`src/inc/phy_led_misc_map.vh`:
```
// Summary of operation
// - Third LED selector bits 7:4 pick speed, tx, rx, collision, link, duplex or activity.
// - Codes 1000/1001 force LED on/off; 1010/1011 blink fast/slow.
// - 1100 link+receive, 1101 link+activity, 1110 duplex+collision; 0110, 1111 show nothing.
// - Link-combined modes hold LED on with link up; events toggle it to blink.
// - Link-and-activity mode blinks on activity whether link is up or down.
// - Duplex-collision mode holds on in full duplex; collisions make it toggle.
// - Stretch period bits 3:2 select 30, 60 or 100 ms; 11 reserved.
// - Pulse stretch bit 1 enables event stretching when set; resets to one.
// - Combined modes always stretch events regardless of the global enable bit.
// - Digital config bit 9 routes symbol error onto receive error output.
// - Transmit low-power bit 12 forces transmitter low power, zero differential.
// - Rise-time bits 11:10 load from slew pins sampled at the first enabled edge after reset; writable.
`ifndef PHY_LED_MISC_MAP_VH
`define PHY_LED_MISC_MAP_VH
`define LED_CFG_ADDR        5'h14
`define DIG_CFG_ADDR        5'h1a
`define TX_CTRL_ADDR        5'h1e
`define THIRD_INDICATOR_SELECT_SEL_RST        4'h2
`define LED_PERIOD_RST      2'h0
`define LED_CFG_RW_MASK     16'h00fe
`define DIG_CFG_RW_MASK     16'h0a00
`define TX_CTRL_RW_MASK     16'h1c00
`define SEL_SPEED           4'h0
`define SEL_TX              4'h1
`define SEL_RX              4'h2
`define SEL_COL             4'h3
`define SEL_LINK            4'h4
`define SEL_DUPLEX          4'h5
`define SEL_ACT             4'h7
`define SEL_ON              4'h8
`define SEL_OFF             4'h9
`define SEL_FAST            4'ha
`define SEL_SLOW            4'hb
`define SEL_LINK_RX         4'hc
`define SEL_LINK_ACT        4'hd
`define SEL_DUP_COL         4'he
`define CLK_MHZ             50
`define MS_CYCLES           (`CLK_MHZ * 1000)
`define STRETCH_30_MS       30
`define STRETCH_60_MS       60
`define STRETCH_100_MS      100
`define BLINK_FAST_MS       100
`define BLINK_SLOW_MS       400
`endif

```
`src/rtl/phy_led_and_misc_config_regs.v`:
```
`timescale 1ns/1ps
`include "phy_led_misc_map.vh"

module phy_led_and_misc_config_regs #(
    parameter [31:0] STRETCH_30_CYC  = `STRETCH_30_MS * `MS_CYCLES,
    parameter [31:0] STRETCH_60_CYC  = `STRETCH_60_MS * `MS_CYCLES,
    parameter [31:0] STRETCH_100_CYC = `STRETCH_100_MS * `MS_CYCLES,
    parameter [31:0] BLINK_FAST_CYC  = `BLINK_FAST_MS * `MS_CYCLES,
    parameter [31:0] BLINK_SLOW_CYC  = `BLINK_SLOW_MS * `MS_CYCLES
) (
    // Clock, reset, enable
    input  wire        mclk,
    input  wire        rst,
    input  wire        clk_en,
    // Management register port
    input  wire [4:0]  reg_addr,
    input  wire        reg_wr,
    input  wire [15:0] reg_wdata,
    output reg  [15:0] reg_rdata,
    // Straps
    input  wire [1:0]  tx_slew_config_pins,
    // Link status and events
    input  wire        speed_100,
    input  wire        link_up,
    input  wire        full_duplex,
    input  wire        tx_event,
    input  wire        rx_event,
    input  wire        col_event,
    // Receive error sources
    input  wire        rx_err_normal,
    input  wire        symbol_err,
    // Outputs
    output reg         third_led,
    output reg         mii_rx_err,
    output wire        tx_low_power,
    output wire [1:0]  tx_rise_time,
    output wire        mii_drive_strong
);

    reg  [3:0]  third_indicator_select_r;
    reg  [1:0]  led_stretch_period_sel_r;
    reg         pulse_stretch_en_r;
    reg         show_symbol_err_r;
    reg         mii_drive_r;
    reg         tx_low_power_r;
    reg  [1:0]  rise_time_r;
    reg         strap_pending_r;
    reg  [31:0] fast_cnt_r;
    reg  [31:0] blink_cnt_r;
    reg         blink_fast_r;
    reg         blink_slow_r;
    reg         led_nxt;
    reg  [31:0] period;
    wire        tx_st;
    wire        rx_st;
    wire        col_st;
    wire        combined;
    wire        stretch_on;
    wire        wr_ok;
    wire [2:0]  ev_raw;
    wire [2:0]  ev_st;

    // A write is taken only on an enabled edge, so a frozen block ignores the port.
    assign wr_ok = reg_wr & clk_en;

    // Each register has its own process so that a write to one can never
    // disturb the fields of another.
    always @(posedge mclk or posedge rst)
    begin
        if (rst)
        begin
            third_indicator_select_r <= `THIRD_INDICATOR_SELECT_SEL_RST;
            led_stretch_period_sel_r <= `LED_PERIOD_RST;
            pulse_stretch_en_r       <= 1'b1;
        end
        else if (wr_ok && reg_addr == `LED_CFG_ADDR)
        begin
            third_indicator_select_r <= reg_wdata[7:4];
            led_stretch_period_sel_r <= reg_wdata[3:2];
            pulse_stretch_en_r       <= reg_wdata[1];
        end
    end

    always @(posedge mclk or posedge rst)
    begin
        if (rst)
        begin
            show_symbol_err_r <= 1'b0;
            mii_drive_r       <= 1'b0;
        end
        else if (wr_ok && reg_addr == `DIG_CFG_ADDR)
        begin
            show_symbol_err_r <= reg_wdata[9];
            mii_drive_r       <= reg_wdata[11];
        end
    end

    // Rise time strap is caught by the first enabled edge after release,
    // since an asynchronous reset may only load constants. A transmit control
    // write in that same cycle wins over the strap.
    always @(posedge mclk or posedge rst)
    begin
        if (rst)
        begin
            tx_low_power_r  <= 1'b0;
            rise_time_r     <= 2'h0;
            strap_pending_r <= 1'b1;
        end
        else if (clk_en)
        begin
            if (strap_pending_r)
            begin
                rise_time_r     <= tx_slew_config_pins;
                strap_pending_r <= 1'b0;
            end
            if (reg_wr && reg_addr == `TX_CTRL_ADDR)
            begin
                tx_low_power_r <= reg_wdata[12];
                rise_time_r    <= reg_wdata[11:10];
            end
        end
    end

    // Reserved bits read as zero; software must not rely on them.
    always @*
    begin
        if (reg_addr == `LED_CFG_ADDR)
        begin
            reg_rdata = {8'h00, third_indicator_select_r, led_stretch_period_sel_r,
                         pulse_stretch_en_r, 1'b0};
        end
        else if (reg_addr == `DIG_CFG_ADDR)
        begin
            reg_rdata = {4'h0, mii_drive_r, 1'b0, show_symbol_err_r, 9'h000};
        end
        else if (reg_addr == `TX_CTRL_ADDR)
        begin
            reg_rdata = {3'h0, tx_low_power_r, rise_time_r, 10'h000};
        end
        else
        begin
            reg_rdata = 16'h0000;
        end
    end

    assign tx_low_power     = tx_low_power_r;
    assign tx_rise_time     = rise_time_r;
    assign mii_drive_strong = mii_drive_r;

    // Reserved period code falls back to the longest setting.
    always @*
    begin
        case (led_stretch_period_sel_r)
            2'h0:    period = STRETCH_30_CYC;
            2'h1:    period = STRETCH_60_CYC;
            default: period = STRETCH_100_CYC;
        endcase
    end

    function is_combined;
        input [3:0] sel;
        begin
            is_combined = (sel == `SEL_LINK_RX) || (sel == `SEL_LINK_ACT) ||
                          (sel == `SEL_DUP_COL);
        end
    endfunction

    assign combined   = is_combined(third_indicator_select_r);
    assign stretch_on = pulse_stretch_en_r | combined;

    // Event order in the vectors: bit 2 transmit, bit 1 receive, bit 0 collision.
    assign ev_raw = {tx_event, rx_event, col_event};

    // Retriggerable stretchers: each event reloads the full period, so a burst
    // of traffic keeps the indication lit instead of flickering. The counters
    // run even while stretching is off, which keeps a mode change glitch free.
    genvar g;
    generate
        for (g = 0; g < 3; g = g + 1)
        begin : stretch_lane
            reg [31:0] cnt_r;
            always @(posedge mclk or posedge rst)
            begin
                if (rst)
                begin
                    cnt_r <= 32'h0000_0000;
                end
                else if (clk_en)
                begin
                    if (ev_raw[g])
                    begin
                        cnt_r <= period;
                    end
                    else if (cnt_r != 32'h0000_0000)
                    begin
                        cnt_r <= cnt_r - 32'h0000_0001;
                    end
                end
            end
            assign ev_st[g] = stretch_on ? (ev_raw[g] | (cnt_r != 32'h0000_0000)) : ev_raw[g];
        end
    endgenerate

    assign tx_st  = ev_st[2];
    assign rx_st  = ev_st[1];
    assign col_st = ev_st[0];

    // Each blink rate has its own counter, so the two rates need not divide
    // evenly and no divider is needed in the datapath.
    always @(posedge mclk or posedge rst)
    begin
        if (rst)
        begin
            blink_cnt_r  <= 32'h0000_0000;
            blink_slow_r <= 1'b0;
        end
        else if (clk_en)
        begin
            if (blink_cnt_r >= BLINK_SLOW_CYC - 32'h0000_0001)
            begin
                blink_cnt_r  <= 32'h0000_0000;
                blink_slow_r <= ~blink_slow_r;
            end
            else
            begin
                blink_cnt_r <= blink_cnt_r + 32'h0000_0001;
            end
        end
    end

    always @(posedge mclk or posedge rst)
    begin
        if (rst)
        begin
            fast_cnt_r   <= 32'h0000_0000;
            blink_fast_r <= 1'b0;
        end
        else if (clk_en)
        begin
            if (fast_cnt_r >= BLINK_FAST_CYC - 32'h0000_0001)
            begin
                fast_cnt_r   <= 32'h0000_0000;
                blink_fast_r <= ~blink_fast_r;
            end
            else
            begin
                fast_cnt_r <= fast_cnt_r + 32'h0000_0001;
            end
        end
    end

    // In combined modes the secondary event inverts the primary level, so a
    // stretched event shows as a blink whether the primary is on or off.
    always @*
    begin
        case (third_indicator_select_r)
            `SEL_SPEED:    led_nxt = speed_100;
            `SEL_TX:       led_nxt = tx_st;
            `SEL_RX:       led_nxt = rx_st;
            `SEL_COL:      led_nxt = col_st;
            `SEL_LINK:     led_nxt = link_up;
            `SEL_DUPLEX:   led_nxt = full_duplex;
            `SEL_ACT:      led_nxt = tx_st | rx_st;
            `SEL_ON:       led_nxt = 1'b1;
            `SEL_OFF:      led_nxt = 1'b0;
            `SEL_FAST:     led_nxt = blink_fast_r;
            `SEL_SLOW:     led_nxt = blink_slow_r;
            `SEL_LINK_RX:  led_nxt = link_up ^ (rx_st & blink_fast_r);
            `SEL_LINK_ACT: led_nxt = link_up ^ ((tx_st | rx_st) & blink_fast_r);
            `SEL_DUP_COL:  led_nxt = full_duplex ^ (col_st & blink_fast_r);
            default:       led_nxt = 1'b0;
        endcase
    end

    // The LED pin is registered so that decode glitches never reach the driver.
    always @(posedge mclk or posedge rst)
    begin
        if (rst)
        begin
            third_led <= 1'b0;
        end
        else if (clk_en)
        begin
            third_led <= led_nxt;
        end
    end

    // The error output is registered so that switching its source never
    // glitches the pin in mid-cycle; the cost is one cycle of latency.
    always @(posedge mclk or posedge rst)
    begin
        if (rst)
        begin
            mii_rx_err <= 1'b0;
        end
        else if (clk_en)
        begin
            mii_rx_err <= show_symbol_err_r ? symbol_err : rx_err_normal;
        end
    end

endmodule // phy_led_and_misc_config_regs

```
`config.mk`:
```
export PLATFORM = sky130hd
export DESIGN_NAME = phy_led_and_misc_config_regs
export DESIGN_NICKNAME = d
export VERILOG_FILES = /design/src/rtl/phy_led_and_misc_config_regs.v
export VERILOG_INCLUDE_DIRS = /design/src /design/src/inc
export SDC_FILE = /design/constraint.sdc
export NUM_CORES = 1
export LEC_CHECK = 0
export ABC_AREA = 1
export BUFFER_PORTS_ARGS = -buffer_cell sky130_fd_sc_hd__buf_2
export CELL_PAD_IN_SITES_DETAIL_PLACEMENT = 1
export CELL_PAD_IN_SITES_GLOBAL_PLACEMENT = 1
export CORE_MARGIN = 5
export CORE_UTILIZATION = 40
export CTS_CLUSTER_DIAMETER = 200
export DETAILED_ROUTE_END_ITERATION = 8
export PLACE_DENSITY_LB_ADDON = 0.1
export SLEW_MARGIN = 10
export SYNTH_ARGS = -nofsm -noshare
export SYNTH_HDL_FRONTEND = slang
export SYNTH_SLANG_ARGS = --single-unit
```
`constraint.sdc`:
```
create_clock -name mclk -period 5.8 [get_ports mclk]
set_clock_uncertainty 0.05 [all_clocks]
set_input_delay 0.29 -clock mclk [delete_from_list [all_inputs] [get_ports mclk]]
set_output_delay 0.29 -clock mclk [all_outputs]
set_load 0.005 [all_outputs]
```
=== Yosys cells after proc, flatten, opt, wreduce, memory -nomap -nowiden ===
Cells that the tools add are included.

* Add/sub/neg operators: 5
* Magnitude comparators: 2
* Equal/unequal tests: 16
* Muxes and demuxes: 19
* Bitwise gates (word level): 14
* Reductions and logical operators: 21

{| class="wikitable"
|+ Operators with widths
! kind !! number
|-
| $mux 32 || 8
|-
| $reduce_bool 32->1 || 3
|-
| $sub 32x1->32 const B || 3
|-
| $add 32x1->32 const B || 2
|-
| $pmux 23 s2 || 1
|-
| $mux 13 || 3
|-
| $ge 32x23->1 const B || 1
|-
| $ge 32x25->1 const B || 1
|-
| $eq 4x4->1 const B || 6
|-
| $eq 5x5->1 const B || 3
|-
| $reduce_and 2->1 || 7
|-
| $pmux 1 s13 || 1
|-
| $eq 4x3->1 const B || 3
|-
| $eq 4x2->1 const B || 2
|-
| $reduce_bool 2->1 || 4
|-
| $or 1x1->1 || 5
|-
| $and 1x1->1 || 4
|-
| $eq 4x1->1 const B || 1
|-
| $logic_not 4->1 || 1
|-
| $mux 1 || 4
|-
| $mux 2 || 2
|-
| $logic_and 1x1->1 || 3
|-
| $xor 1x1->1 || 3
|-
| $eq 2x1->1 const B || 1
|-
| other kinds (3) || 5
|}

* Register bits after elaboration: 177
* Input port bits: 35
* Output and inout port bits: 22

=== Longest topological paths before layout ===
* Depth after elaboration: 9
* Depth in mapped cells: 16
* Mapped depth without buffers: 15

=== Worst setup path before layout ===
Ideal clock, no wire load.

* Path type: reg-to-reg
* Start point: register stretch_lane[2].cnt_r[0]
* End point: register stretch_lane[2].cnt_r[30]
* Data arrival time: 1753 ps
* Setup slack: 3875 ps
* Cell stages (with the launch flop): 14
* Clock period less this slack: 1925 ps
* Cells stage by stage: dfrtp_1 inv_1 ha_1 nand2_1 nor2_2 nand3_2 inv_2 nand2_1 nor2_2 nand3_1 nor2_1 nand2_1 o21ai_1 a21oi_1

* Word-level cells in the longest chain between the ends: 3
* Elaborated cells between the ends (all ways): 6

{| class="wikitable"
|+ RTL lines
! what !! line !! RTL
|-
| start, declared || phy_led_and_misc_config_regs.v:181 || <nowiki>reg [31:0] cnt_r;</nowiki>
|-
| start signal, assigned || phy_led_and_misc_config_regs.v:192 || <nowiki>cnt_r <= period;</nowiki>
|-
| start signal, assigned || phy_led_and_misc_config_regs.v:196 || <nowiki>cnt_r <= cnt_r - 32'h0000_0001;</nowiki>
|-
| $sub 32x1->32 or $reduce_bool 32->1 (tied branches) || phy_led_and_misc_config_regs.v:196, phy_led_and_misc_config_regs.v:194 ||
|-
| $mux 32 or $reduce_bool 2->1 (tied branches) || n/a ||
|-
| $mux 32 or $reduce_and 2->1 (tied branches) || n/a ||
|}

Several ways; a longest one is shown, not always the timed one. The select of a mux whose other input is x is not followed.
A chain may end at the register's enable or synchronous reset.

=== Worst setup path after layout ===
* Start point: register stretch_lane[0].cnt_r[9]
* End point: register stretch_lane[0].cnt_r[18]

* Word-level cells in the longest chain between the ends: 3
* Elaborated cells between the ends (all ways): 6

{| class="wikitable"
|+ RTL lines
! what !! line
|-
| start, declared || phy_led_and_misc_config_regs.v:181
|-
| start signal, assigned || phy_led_and_misc_config_regs.v:192
|-
| start signal, assigned || phy_led_and_misc_config_regs.v:196
|-
| $sub 32x1->32 or $reduce_bool 32->1 (tied branches) || phy_led_and_misc_config_regs.v:196, phy_led_and_misc_config_regs.v:194
|-
| $mux 32 or $reduce_bool 2->1 (tied branches) || n/a
|-
| $mux 32 or $reduce_and 2->1 (tied branches) || n/a
|}

Several ways; a longest one is shown, not always the timed one. The select of a mux whose other input is x is not followed.

==> summary.md <==
| Metric | Value |
|---|---|
| Outcome | `finished, violations left` |
| Violations in the final reports | `negative hold slack` |
| P_leak | `5.459 nW` |
| Footprint of the multi-input gates | `4708 um^2` |
| Worst EP arrival | `2.86 ns` |
| Yosys top cell by area | `dfrtp_1` |
| Setup tns final | `0 ns` |
| Hold Crit Class | `in2async` |
| Drt pass-1 iters | `5` |
| MaxCap Viol Count | `0` |
| Worst VDD drop | `195.1 uV` |
| Psw | `0.001079 W` |
| Post-Synth Adder-Cell Area | `0.9910%` |
| Final hold slack | `-0.007178 ns` |
| Antenna-violating nets left | `0` |
| CTS tree | `built` |
| Final hold vios | `1` |
| Worst setup path category | `reg2reg` |
| Layout area overhead | `11.31%` |
| Min Tclk post-route | `2.601 ns` |
| Worst rel slew slack | `41.69%` |
| Synth top area cells | `dfrtp_1 43%, nand2_1 9.7%, nor2_1 8.7%` |
| Post-CTS Hold Buffers | `0` |
| Ys async rst share | `100.0%` |
| Clock buffer depth | `2` |
| Number of gates resized after CTS | `0` |
| Slowest-stage cell, CP | `dfrtp_1` |
| Cell family with most CP delay | `simple AND/OR/NAND/NOR gates` |
| CTS root buf | `clkbuf_16` |
| Number of antenna diodes | `0` |
| Simple-gate portion of the synthesized area | `29.51%` |
| Ports | `57` |
| Die Height | `168.9 um` |
| Yosys top cell area share | `43.11%` |
| GR Overflow Total | `0` |
| Final Wtd Congestion | `0.7914` |
| Final WS setup | `3.199 ns` |
| Dpl hpwl | `19.81 mm` |
| Reg clk slew, reported paths | `0.07 ns` |
| TritonCTS buffer count | `17` |
| Worst Max-Slew Pin Slew | `0.8706 ns` |
| Die width | `168.9 um` |
| Buf+Inv Stages, Crit Path | `3` |
| Int Power | `0.002204 W` |
| Routed len/inst | `15.43 um` |
| Vias in the first global route | `9,331` |
| Compound-Gate Fraction of Synth Area | `10.95%` |
| Critical path peak fanout | `20` |
| Vias | `8,902` |
| Worst EP required | `6.06 ns` |
| Post-synth cell types | `53` |
| Total power | `0.003283 W` |
| Initial antenna violation count | `0` |
| Initial Util | `40.34%` |
| # rows | `58` |
| Clock sink count | `177` |
| Commonest non-fill, non-tap cell in the layout | `nand2_1` |
| Postcts setup bufs | `0` |
| Setup violators final | `0` |
| Layout cells sized above 1 | `10.56%` |
| Mean Syn Cell Area | `7.357 um^2` |
| Largest net degree at the start of global routing | `122` |
| Final WL | `27.15 mm` |
| Post-synthesis mux area share | `0%` |
| Count of input and output buffers | `46` |
| Nets@finish | `1,460` |
| Fmax | `384.4 MHz` |
| Die ar. | `28,530 um^2` |
| First-pass GRT wire length | `46.24 mm` |
| CTS HTree Levels | `4` |
| Synthesized area | `10,100 um^2` |
| EDFF count, synth | `0` |
| CP Launch Type | `flop` |
| Most frequent cells in the layout | `261 x nand2_1, 235 x nor2_1, 186 x inv_1` |
| Main synth FF type | `dfrtp_1` |
| Sequential share of the synthesized area | `43.89%` |
| Inst Count DP | `1,728` |
| Fill count | `3,215` |
| Count of pins over their slew limit | `0` |
| DRC Markers | `0` |
| Synth Register Bits | `177` |
| Worst-path cell chain | `nor2_2 -> inv_2 -> nor2_2 -> nand2_1 -> nor2_1 -> nand2_2 -> nand2_2 -> inv_4 -> nand2_2 -> inv_2 -> a21oi_1 -> o21ai_0` |
| Placeable Area | `25,040 um^2` |
| Main combinational cell family by area after synthesis | `simple AND/OR/NAND/NOR gates` |
| DR vias/cell | `5.058` |
| RSZ-0062 raised after global routing | `false` |
| Critical Path Sink Type | `flop` |
| Iteration-0 DRC Markers | `345` |
| Total area of sequential cells | `4433 um^2` |
| Clk pwr share | `36.4%` |
| Worst-Skew Late Latency | `0.44 ns` |
| Sw Share | `32.86%` |
| Worst slack at placement | `3.122 ns` |
| Synth warn | `0` |
| Gr usage total | `19.61%` |
| Flop pwr share | `45.5%` |
| Logic pwr share | `18.1%` |
| CP peak stage delay | `0.42 ns` |
| Crit path top cell by count | `nand2_2` |
| Post-route insts no fill | `1,760` |
| Synth Instances | `1,373` |
| PwrDens | `292.0 nW/um^2` |
| Post-Synth XOR/XNOR Area | `4.942%` |
| Tcrit/Tclk final | `44.85%` |
[registers in the layout (all words and copies together) (netlist names)]
signal and count:
mii_drive_strong 1, stretch_lane.cnt_r 96, third_led 1, led_stretch_period_sel_r 2, strap_pending_r 1, blink_slow_r 1, third_indicator_select_r 4, fast_cnt_r 32
mii_rx_err 1, tx_low_power 1, blink_cnt_r 32, tx_rise_time 2, blink_fast_r 1, pulse_stretch_en_r 1, show_symbol_err_r 1
[worst reg2reg max path, cell delays in order (launching register included)]
cell and delay [ns]:
dfrtp_1 0.42, nor2_2 0.18, inv_2 0.06, nor2_2 0.17, nand2_1 0.09, nor2_1 0.15, nand2_2 0.13, nand2_2 0.43
inv_4 0.20, nand2_2 0.23, inv_2 0.16, a21oi_1 0.13, o21ai_0 0.09
[stage by stage]
| stage | instance area (um^2) | utilization [%] |
|---|---|---|
| 2_1_floorplan | 10120 | - |
| 6_report | 11240 | 44.91 |
| 3_3_place_gp | 10640 | 42.48 |
| 4_1_cts | 11240 | 44.91 |
| 5_1_grt | 11240 | 44.91 |
| 3_5_place_dp | 10640 | 42.48 |
[worst paths after layout]
check / start / endpoint / slack (ns) / cells after the start
worst max-delay path: stretch_lane[0].cnt_r[9]$_DFFE_PP0P_ / stretch_lane[0].cnt_r[18]$_DFFE_PP0P_ / 3.20 / 12
worst max register to register: stretch_lane[0].cnt_r[9]$_DFFE_PP0P_ / stretch_lane[0].cnt_r[18]$_DFFE_PP0P_ / 3.20 / 12
max in group asynchronous: rst / stretch_lane[2].cnt_r[27]$_DFFE_PP0P_ / 4.38 / 3
worst min-delay path: rst / fast_cnt_r[11]$_DFFE_PP0P_ / -0.007 / 2
min in group mclk: reg_wdata[5] / third_indicator_select_r[1]$_DFFE_PP1P_ / 0.04 / 3
worst min register to register: strap_pending_r$_DFFE_PP1P_ / strap_pending_r$_DFFE_PP1P_ / 0.40 / 2
[cell usage after synthesis, types with 3 or more instances]
cell type,n
a21oi_1,59
a22oi_1,21
a31oi_1,7
buf_1,3
buf_2,9
buf_4,7
clkbuf_1,7
dfrtp_1,174
dfstp_2,3
ha_1,8
inv_1,187
inv_2,28
nand2_1,261
nand2_2,9
nand3_1,84
nand3b_1,3
nand4_1,25
nor2_1,235
nor2_2,14
nor3_1,30
nor4_1,9
o21ai_0,66
o21ai_1,23
o22ai_1,5
o31ai_1,3
xnor2_1,9
xor2_1,48
[power by group through the flow]
stage,registers [W],logic [W],clock network (W)
floorplan,0.00149,0.000454,0
global placement,0.00151,0.000581,0
detailed placement,0.00152,0.000600,0
CTS,0.00149,0.000606,0.00123
global route,0.00151,0.000691,0.00129
finish,0.00149,0.000594,0.00120
[area by class of cell]
class / instances / area share (%)
repair buffers: 49 / 2.248
flip-flops and latches: 177 / 39.43
well taps: 330 / 3.672
inverters: 218 / 7.367
multi-input cells: 954 / 41.88
clock buffers: 18 / 3.906
clock inverters: 14 / 1.502
[routing by layer]
metal	up-vias	GRT usage, %	part of all wire [%]
li1	4462	-	-
met1	4345	26.35	48
met2	81	34.05	49
met3	14	2.872	2.3
met4	0	3.564	0.52
met5	-	0	0
[cell families (layout without fill, tap and decap cells)]
group / Yosys count / in the layout
XOR/XNOR: 57 / 57
other: 1 / 5
AO/OA/AOI/OAI: 196 / 196
AND/OR/NAND/NOR: 688 / 688
buffers and inverters: 246 / 299
flip-flops: 177 / 177
adder cells (fa/ha/maj): 8 / 8
(Power assumes the default switching activity.)
